File: src/hdl/sfs_pkg.sv
package sfs_pkg;
   // Register indices on the register access port
   localparam logic [2:0] SFS_REG_SUPPLY_LATCHED = 3'h0;
   localparam logic [2:0] SFS_REG_SUPPLY_LIVE = 3'h1;
   localparam logic [2:0] SFS_REG_ERRORS = 3'h2;
   localparam logic [2:0] SFS_REG_CONFIG = 3'h3;
   localparam logic [2:0] SFS_REG_CONFIG_INV = 3'h4;

   localparam int SFS_DATA_W = 16;

   // Supply register layout, shared by the latched and live copies
   localparam int SFS_OV_LSB = 0;
   localparam int SFS_UV_LSB = 6;
   localparam int SFS_THERMAL_BIT = 12;
   localparam int SFS_CURLIM_LSB = 13;
   localparam int SFS_MON_CNT = 6;
   localparam int SFS_REG_CNT = 2;

   // Error register layout
   localparam int SFS_REQ_ERR_BIT = 0;
   localparam int SFS_CRC_ERR_BIT = 1;
   localparam int SFS_WDOG_ANSWER_BIT = 4;
   localparam int SFS_WDOG_TIMING_BIT = 5;
   localparam int SFS_ERR_MON_ONE_BIT = 8;
   localparam int SFS_ERR_MON_TWO_BIT = 9;
   localparam int SFS_PAIR_ERR_BIT = 12;
   localparam int SFS_INPUT_A_ERR_BIT = 13;
   localparam int SFS_INPUT_B_ERR_BIT = 14;

   // Fault input configuration layout
   localparam int SFS_PAIR_MODE_BIT = 8;
   localparam int SFS_POL_B_BIT = 12;
   localparam int SFS_POL_A_BIT = 13;
   localparam int SFS_PAIR_POL_BIT = 14;
   localparam logic [15:0] SFS_CONFIG_MASK = 16'h7100;

   // Reset values: configuration and its inverse agree from the start
   localparam logic [15:0] SFS_CONFIG_RESET = 16'h0000;
   localparam logic [15:0] SFS_CONFIG_INV_RESET = 16'h7100;
   localparam logic [15:0] SFS_ZERO = 16'h0000;
endpackage : sfs_pkg

File: src/hdl/sfs_status_bank.sv
// Operation
// RL1: Input a polarity 0 low faults, 1 high
// RL2: Input b polarity 0 low faults, 1 high
// RL3: Pair polarity picks which complementary levels fault
// RL4: Pair mode bit selects independent or paired judging
// RL5: Config field applies only when inverse copy matches
// RL6: Closed-window answer or timeout sets timing error
// RL7: Wrong watchdog answer data sets answer error
// RL8: Bus write checksum mismatch sets checksum error
// RL9: Live thermal bit follows thermal shutdown condition
// RL10: Live current-limit bits follow both regulators
// RL11: Live overvoltage bits follow each monitored supply
// RL12: Latched flags set on condition, hold until cleared
// RL13: Undervoltage bits report undervoltage, one means detected
`timescale 1ns/1ns
module sfs_status_bank
   import sfs_pkg::*;
(
   input wire logic CLOCK_I, // 125 MHz clock
   input wire logic SYS_RST_I, // Synchronous reset, high
   input wire logic [2:0] REG_ADDR_I, // Register index
   input wire logic REG_WR_I, // Write strobe
   input wire logic [15:0] REG_WDATA_I, // Write data
   input wire logic REG_RD_I, // Read strobe
   output logic [15:0] REG_RDATA_O, // Read data
   output logic REG_RVALID_O, // Read data valid pulse
   input wire logic FAULT_INPUT_A_I, // First fault input level
   input wire logic FAULT_INPUT_B_I, // Second fault input level
   input wire logic [5:0] OVER_LIVE_I, // Overvoltage: mon1..4, reg1, reg2
   input wire logic [5:0] UNDER_LIVE_I, // Undervoltage: mon1..4, reg1, reg2
   input wire logic [1:0] CURLIMIT_LIVE_I, // Current limit: reg1, reg2
   input wire logic THERMAL_LIVE_I, // Thermal shutdown present
   input wire logic ERR_MON_ONE_I, // Error monitor one event
   input wire logic ERR_MON_TWO_I, // Error monitor two event
   input wire logic WDOG_CLOSED_WRITE_I, // Answer written in closed window
   input wire logic WDOG_TIMEOUT_I, // Refresh timed out
   input wire logic WDOG_BAD_ANSWER_I, // Refresh carried wrong data
   input wire logic BUS_CRC_ERR_I, // Checksum mismatch on a bus write
   input wire logic BUS_REQ_ERR_I, // Bad bus request
   output logic FAULT_ACTIVE_O // Fault input judged faulty now
);

   logic [15:0] supply_fault_latched;
   logic [15:0] supply_fault_live;
   logic [15:0] input_watchdog_bus_errors;
   logic [15:0] fault_input_config;
   logic [15:0] fault_input_config_inv;
   logic [15:0] cfg_applied;
   logic [15:0] next_supply_fault_latched;
   logic [15:0] next_errors;
   logic [15:0] next_applied;
   logic [15:0] live_now;
   logic [15:0] error_events;
   logic [15:0] read_mux;
   logic [15:0] field_match;
   logic wr_supply, wr_errors, wr_config, wr_config_inv;
   logic input_a_polarity, input_b_polarity, pair_polarity, pair_mode_select;
   logic input_a_fault, input_b_fault, pair_fault;
   logic input_a_error, input_b_error, pair_error;

   // Address decode of write strobes
   assign wr_supply = REG_WR_I && (REG_ADDR_I == SFS_REG_SUPPLY_LATCHED);
   assign wr_errors = REG_WR_I && (REG_ADDR_I == SFS_REG_ERRORS);
   assign wr_config = REG_WR_I && (REG_ADDR_I == SFS_REG_CONFIG);
   assign wr_config_inv = REG_WR_I && (REG_ADDR_I == SFS_REG_CONFIG_INV);

   // Live supply view; undervoltage lanes carry undervoltage, not overvoltage
   assign live_now = {1'b0, CURLIMIT_LIVE_I, THERMAL_LIVE_I, // see RL9 see RL10
                      UNDER_LIVE_I, OVER_LIVE_I}; // see RL11 see RL13

   // A field is applied only when its inverse copy is its exact complement
   assign field_match = fault_input_config ^ fault_input_config_inv; // see RL5
   assign next_applied = (field_match & SFS_CONFIG_MASK & fault_input_config)
                         | (~(field_match & SFS_CONFIG_MASK) & cfg_applied); // see RL5

   assign input_a_polarity = cfg_applied[SFS_POL_A_BIT];
   assign input_b_polarity = cfg_applied[SFS_POL_B_BIT];
   assign pair_polarity = cfg_applied[SFS_PAIR_POL_BIT];
   assign pair_mode_select = cfg_applied[SFS_PAIR_MODE_BIT];

   // Fault judgement; a level equal to the polarity bit is the fault level
   assign input_a_fault = (FAULT_INPUT_A_I == input_a_polarity); // see RL1
   assign input_b_fault = (FAULT_INPUT_B_I == input_b_polarity); // see RL2
   assign pair_fault = pair_polarity ? (FAULT_INPUT_A_I || !FAULT_INPUT_B_I)
                                     : (!FAULT_INPUT_A_I || FAULT_INPUT_B_I); // see RL3
   assign input_a_error = !pair_mode_select && input_a_fault; // see RL4
   assign input_b_error = !pair_mode_select && input_b_fault; // see RL4
   assign pair_error = pair_mode_select && pair_fault; // see RL4

   // Error events gathered into their register lanes
   always_comb begin
      error_events = SFS_ZERO;
      error_events[SFS_INPUT_A_ERR_BIT] = input_a_error;
      error_events[SFS_INPUT_B_ERR_BIT] = input_b_error;
      error_events[SFS_PAIR_ERR_BIT] = pair_error;
      error_events[SFS_ERR_MON_ONE_BIT] = ERR_MON_ONE_I;
      error_events[SFS_ERR_MON_TWO_BIT] = ERR_MON_TWO_I;
      error_events[SFS_WDOG_TIMING_BIT] = WDOG_CLOSED_WRITE_I || WDOG_TIMEOUT_I; // see RL6
      error_events[SFS_WDOG_ANSWER_BIT] = WDOG_BAD_ANSWER_I; // see RL7
      error_events[SFS_CRC_ERR_BIT] = BUS_CRC_ERR_I; // see RL8
      error_events[SFS_REQ_ERR_BIT] = BUS_REQ_ERR_I;
   end

   // Write one to clear, but a new event in the same cycle wins over the clear
   assign next_supply_fault_latched = (supply_fault_latched & ~(wr_supply ? REG_WDATA_I : SFS_ZERO))
                                      | live_now; // see RL12
   assign next_errors = (input_watchdog_bus_errors & ~(wr_errors ? REG_WDATA_I : SFS_ZERO))
                        | error_events; // see RL6 see RL7 see RL8

   // Read selection; unmapped indices read as zero
   assign read_mux = (REG_ADDR_I == SFS_REG_SUPPLY_LATCHED) ? supply_fault_latched :
                     (REG_ADDR_I == SFS_REG_SUPPLY_LIVE) ? supply_fault_live :
                     (REG_ADDR_I == SFS_REG_ERRORS) ? input_watchdog_bus_errors :
                     (REG_ADDR_I == SFS_REG_CONFIG) ? fault_input_config :
                     (REG_ADDR_I == SFS_REG_CONFIG_INV) ? fault_input_config_inv : SFS_ZERO;

   // Status flags; live copy is one flop behind its inputs
   always_ff @(posedge CLOCK_I) begin
      if (SYS_RST_I) begin
         supply_fault_latched <= SFS_ZERO;
         supply_fault_live <= SFS_ZERO;
         input_watchdog_bus_errors <= SFS_ZERO;
      end else begin
         supply_fault_latched <= next_supply_fault_latched;
         supply_fault_live <= live_now; // see RL9 see RL10 see RL11
         input_watchdog_bus_errors <= next_errors;
      end
   end

   // Configuration pair and the copy that the judgement actually uses
   always_ff @(posedge CLOCK_I) begin
      if (SYS_RST_I) begin
         fault_input_config <= SFS_CONFIG_RESET;
         fault_input_config_inv <= SFS_CONFIG_INV_RESET;
         cfg_applied <= SFS_CONFIG_RESET;
      end else begin
         if (wr_config) begin
            fault_input_config <= REG_WDATA_I & SFS_CONFIG_MASK;
         end
         if (wr_config_inv) begin
            fault_input_config_inv <= REG_WDATA_I & SFS_CONFIG_MASK;
         end
         cfg_applied <= next_applied; // see RL5
      end
   end

   // Read port and fault indicator, all registered
   always_ff @(posedge CLOCK_I) begin
      if (SYS_RST_I) begin
         REG_RDATA_O <= SFS_ZERO;
         REG_RVALID_O <= 1'b0;
         FAULT_ACTIVE_O <= 1'b0;
      end else begin
         REG_RDATA_O <= REG_RD_I ? read_mux : REG_RDATA_O;
         REG_RVALID_O <= REG_RD_I;
         FAULT_ACTIVE_O <= input_a_error || input_b_error || pair_error;
      end
   end
endmodule : sfs_status_bank

File: config.mk
export PLATFORM = sky130hd
export DESIGN_NAME = sfs_status_bank
export DESIGN_NICKNAME = d
export VERILOG_FILES = /design/src/hdl/sfs_pkg.sv /design/src/hdl/sfs_status_bank.sv
export SDC_FILE = /design/constraint.sdc
export NUM_CORES = 1
export LEC_CHECK = 0
export BUFFER_PORTS_ARGS = -buffer_cell sky130_fd_sc_hd__buf_2
export CAP_MARGIN = 5
export CORE_ASPECT_RATIO = 2
export CORE_UTILIZATION = 40
export CTS_CLUSTER_DIAMETER = 100
export DETAILED_ROUTE_END_ITERATION = 10
export SETUP_SLACK_MARGIN = 0.4
export SLEW_MARGIN = 10
export SYNTH_ARGS = -nofsm -noshare
export SYNTH_HDL_FRONTEND = slang
export SYNTH_SLANG_ARGS = --single-unit
File: constraint.sdc
create_clock -name CLOCK_I -period 3.5 [get_ports CLOCK_I]
set_clock_uncertainty 0.1 [all_clocks]
set_input_delay 0.525 -clock CLOCK_I [delete_from_list [all_inputs] [get_ports CLOCK_I]]
set_output_delay 0.525 -clock CLOCK_I [all_outputs]
set_load 0.05 [all_outputs]
## Yosys cells after proc, flatten, opt, wreduce, memory -nomap -nowiden

Cells that the tools add are included.

- Reductions and logical operators: 16
- Bitwise operators: 11
- Eq/ne operators: 6
- Multiplexer cells: 8

Operators with widths:

| operator | count |
|---|---|
| $mux W16 | 5 |
| $and A16 B16 Y16 | 3 |
| $not A16 Y16 | 2 |
| $or A16 B15 Y16 | 2 |
| $mux W15 | 2 |
| $not A15 Y16 | 1 |
| $or A15 B16 Y16 | 1 |
| $and A15 B15 Y15 | 1 |
| $xor A15 B15 Y15 | 1 |
| $logic_and A1 B1 Y1 | 7 |
| $eq A3 B2 Y1 const B | 2 |
| $logic_or A1 B1 Y1 | 5 |
| $eq A3 B1 Y1 const B | 1 |
| $eq A3 B3 Y1 const B | 1 |
| $logic_not A1 Y1 | 3 |
| $logic_not A3 Y1 | 1 |
| $eq A1 B1 Y1 | 2 |
| $mux W1 | 1 |

- Register bits: 90

## Longest topological paths before layout

- Depth after elaboration: 6
- Gate-level depth with buffers: 6
- Mapped depth without buffers: 4

## Worst setup path before layout

No wires, ideal clock.

- Path type: in2reg
- Start point: input port REG_ADDR_I[0]
- End point: register supply_fault_latched[0]
- Data arrival time: 1.308 ns
- Setup slack: 1.965 ns
- Buffers on the path: 1
- Stages on the path: 5
- Path through: nor4b_4 > buf_6 > nand2_1 > a21oi_1 > nor2_1

- Longest elaborated chain between the ends: 6

RTL lines:

| what | RTL line | text |
|---|---|---|
| from (decl) | sfs_status_bank.sv:21 | `input wire logic [2:0] REG_ADDR_I,` |
| $logic_not A3 Y1 | sfs_status_bank.sv:62 | `assign wr_supply = REG_WR_I && (REG_ADDR_I == SFS_REG_SUPPLY_LATCHED);` |
| $logic_and A1 B1 Y1 | sfs_status_bank.sv:62 |  |
| $mux W16 | sfs_status_bank.sv:105 | `assign next_supply_fault_latched = (supply_fault_latched & ~(wr_supply ? REG_WDATA_I : SFS_ZERO))` |
| $not A16 Y16 | sfs_status_bank.sv:105 |  |
| $and A16 B16 Y16 | sfs_status_bank.sv:105 |  |
| $or A16 B15 Y16 | sfs_status_bank.sv:106 | `\| live_now;` |
| to (signal assigned) | sfs_status_bank.sv:124 | `supply_fault_latched <= next_supply_fault_latched;` |
| to (decl) | sfs_status_bank.sv:43 | `logic [15:0] supply_fault_latched;` |

Every way passes these cells.
A chain may end at the register's enable or synchronous reset.

## Worst setup path after layout

- Start point: input port REG_ADDR_I[1]
- End point: register input_watchdog_bus_errors[5]

- Longest elaborated chain between the ends: 6

RTL lines:

| what | RTL line | text |
|---|---|---|
| $eq A3 B2 Y1 | sfs_status_bank.sv:63 | `assign wr_errors = REG_WR_I && (REG_ADDR_I == SFS_REG_ERRORS);` |
| $logic_and A1 B1 Y1 | sfs_status_bank.sv:63 |  |
| $mux W16 | sfs_status_bank.sv:107 | `assign next_errors = (input_watchdog_bus_errors & ~(wr_errors ? REG_WDATA_I : SFS_ZERO))` |
| $not A16 Y16 | sfs_status_bank.sv:107 |  |
| $and A16 B16 Y16 | sfs_status_bank.sv:107 |  |
| $or A16 B15 Y16 | sfs_status_bank.sv:108 | `\| error_events;` |
| to (signal assigned) | sfs_status_bank.sv:126 | `input_watchdog_bus_errors <= next_errors;` |
| to (decl) | sfs_status_bank.sv:45 | `logic [15:0] input_watchdog_bus_errors;` |

Every way passes these cells.

==> flow_metrics.env <==
export IMPL_wl_mm=7.60
export IMPL_period_minus_slack_ns=2.04
export IMPL_initialDrtViolationCount=109
export IMPL_fp_row_count=44
export IMPL_pin_count=65
export IMPL_syn_area_um2=3070
export IMPL_antenna_diode_count=0
export IMPL_finalHoldViolCount=0
export IMPL_syn_nets=393
export IMPL_layout_nets=450
export IMPL_synth_seq_cells=77
export IMPL_clock_fmax_mhz=491
export IMPL_drive_gt1_frac=0.208
export IMPL_p_sw_uw=477
export IMPL_ys_types=31
export IMPL_status="finished, final reports clean"
export IMPL_dp_cells=484
export IMPL_root_buffer="clkbuf_16"
export IMPL_preCtsSetupSlack_ns=1.11
export IMPL_yosysSeqAreaShare=0.503
export IMPL_cts_resized=0
export IMPL_crit_chain="buf_2 -> nor4bb_4 -> buf_4 -> nand2_1 -> a211oi_1 -> nor2_1"
export IMPL_cts_hold_fix_buffers=0
export IMPL_clk_pin_slew_ns=0.05
export IMPL_setup_worst_path_start_class="primary input"
export IMPL_synth_edf_count=0
export IMPL_place_hpwl_mm=5.35
export IMPL_drc_errors=0
export IMPL_hold_path_class="primary input to flip-flop"
export IMPL_fin_setup_tns_ns=0
export IMPL_worst_slew_pin_slew_ns=0.949
export IMPL_async_reset_ff_frac=0
export IMPL_cp_max_fo=24
export IMPL_avgSynthCellArea_um2=8.86
export IMPL_synth_cells=346
export IMPL_hp_start="REG_WDATA_I[2]"
export IMPL_fin_util=0.507
export IMPL_overflow=0
export IMPL_setup_viol=0
export IMPL_antenna_found_initial=0
export IMPL_intPower_uw=1550
export IMPL_die_area_um2=8040
export IMPL_ir_drop_mv=0.419
export IMPL_report_final_slew_viol_count=0
export IMPL_crit_start="REG_ADDR_I[1]"
export IMPL_critPathTopFamily="buffers and inverters"
export IMPL_arrival_ns=2.14
export IMPL_swShare=0.235
export IMPL_cpPeakStageDelay_ns=0.50
export IMPL_max_cap_violations=0
export IMPL_post_route_period_util=0.582
export IMPL_p_comb_frac=0.094
export IMPL_viasPerCell=5.15
export IMPL_ant_nets=0
export IMPL_htree_num_levels=3
export IMPL_rsz0062_at_grt="no"
export IMPL_grt_max_degree=52
export IMPL_clkSinkCount=77
export IMPL_vias=2574
export IMPL_pwr_share_seq=0.460
export IMPL_cts_made_buffers=9
export IMPL_grt_pass1_wl_mm=12.2
export IMPL_layout_setup_ws_ns=1.46
export IMPL_cts_tree="done"
export IMPL_wire_per_inst_um=15.2
export IMPL_synth_warnings=0
export IMPL_die_h_um=126
export IMPL_final_cells=500
export IMPL_worst_path_max_delay_cell="nor4bb_4"
export IMPL_dr_pass1_iters=4
export IMPL_cp_end_kind="flip-flop"
export IMPL_clock_latency_ns=0.33
export IMPL_clock_power_share=0.446
export IMPL_grt_usage=0.203
export IMPL_die_w_um=63.9
export IMPL_crit_type="primary input to flip-flop"
export IMPL_synth_ff_type="dfxtp_1"
export IMPL_postCtsSetupRepairBufs=0
export IMPL_place_gp_congestion=0.788
export IMPL_leakagePower_uw=0.00160
export IMPL_p_per_area_nw_per_um2=547
export IMPL_grt_pass1_vias=2527
export IMPL_cts_buffer_depth=2
export IMPL_io_buffers=64
export IMPL_slew_limit_headroom=0.366
export IMPL_r2r_start="supply_fault_live[12]$_SDFF_PP0_"
export IMPL_crit_buf_inv=2
export IMPL_area_growth_pct=21.1
export IMPL_start_util=0.419
export IMPL_timing_critical_path_required_ns=3.60
export IMPL_finalPower_uw=2030
export IMPL_core_area_um2=7320
export IMPL_fillers=729
## power by group through the flow
stage / Clock [uW] / Sequential (uW) / Combinational, uW
after floorplan: 0 / 970 / 103
after global placement: 0 / 951 / 190
after detailed placement: 0 / 952 / 192
after CTS: 928 / 934 / 193
after global routing: 969 / 937 / 209
final: 907 / 934 / 191
## stage by stage
stage	instance area [um2]	hold slack (ns)
2_1_floorplan	3070	0.326
3_3_place_gp	3420	0.337
3_5_place_dp	3420	0.341
4_1_cts	3710	0.272
5_1_grt	3710	0.276
6_report	3710	0.283
## cell type report
type,instances,area [um2],area share
Sequential cell,77,1540,0.415
Multi-Input combinational cell,224,1330,0.359
Timing Repair Buffer,67,343,0.0923
Clock buffer,11,243,0.0653
Tap cell,92,115,0.0310
Inverter,24,90.1,0.0243
Clock inverter,5,50.0,0.0135
## synthesized netlist by cell type, types with 2 or more instances
cell / instances / area share
a22oi_1: 4 / 0.0098
and2b_1: 2 / 0.0049
dfxtp_1: 77 / 0.50
buf_6: 3 / 0.011
xnor2_1: 2 / 0.0057
inv_1: 24 / 0.029
nor2b_1: 20 / 0.041
nor2_1: 43 / 0.053
buf_4: 2 / 0.0049
o32ai_1: 15 / 0.043
o21ai_0: 8 / 0.013
a2bb2oi_1: 4 / 0.011
clkbuf_1: 9 / 0.011
o22a_1: 4 / 0.011
nand2b_1: 11 / 0.022
nand2_1: 33 / 0.040
a211o_1: 4 / 0.011
buf_2: 7 / 0.011
a21oi_1: 46 / 0.075
mux2i_1: 17 / 0.055
## worst register-to-register path: stages, from the launching register on
cell and delay [ns]:
dfxtp_1 0.30, nor2b_1 0.10, a2bb2oi_1 0.19, o22a_1 0.21, o32ai_1 0.10
## state kept, by name, summed over array words and instances, names as in the netlist, named ones only
name	flops
fault_input_config	4
supply_fault_live	15
input_watchdog_bus_errors	16
fault_input_config_inv	4
supply_fault_latched	16
FAULT_ACTIVE_O	1
REG_RDATA_O	16
REG_RVALID_O	1
## path summary, 6_finish.rpt
path,end,slack (ns),depth (start not counted)
hold / removal,input_watchdog_bus_errors[2]$_SDFF_PP0_,0.28,2
setup / recovery,input_watchdog_bus_errors[5]$_SDFF_PP0_,1.46,6
setup reg to reg,REG_RDATA_O[12]$_SDFFE_PP0P_,2.38,4
hold reg to reg,input_watchdog_bus_errors[10]$_SDFF_PP0_,0.35,2
## placed cells by master, fill, tap and decap left out, types with 2 or more instances in the layout
master,synthesis,final
nand2_1,33,33
a211o_1,4,4
mux2i_1,17,17
o22a_1,4,4
a22oi_1,4,4
a21oi_1,46,46
clkbuf_16,0,9
dfxtp_1,77,77
o21ai_0,8,8
xnor2_1,2,2
a2bb2oi_1,4,4
clkinv_2,0,4
nor2_1,43,43
buf_4,2,3
nand2b_1,11,11
and2b_1,2,2
buf_2,7,64
o32ai_1,15,15
nor2b_1,20,20
inv_1,24,24
## layer usage
metal  vias to the layer above  global-route usage  wire (um)
met5                         -                   0          0
met1                      1213               0.209       2930
met3                        21              0.0380        238
li1                       1280                   -          -
met2                        60               0.364       4100
met4                         0               0.126        321
## logic make-up after synthesis
family          count (synthesis)  share of synthesized area
simple gates                  117                      0.186
compound gates                 88                      0.182
flops                          77                      0.503
buf+inv                        45                     0.0677
mux                            17                     0.0555
xor+xnor                        2                    0.00571
Power figures use the tool's default switching activity.
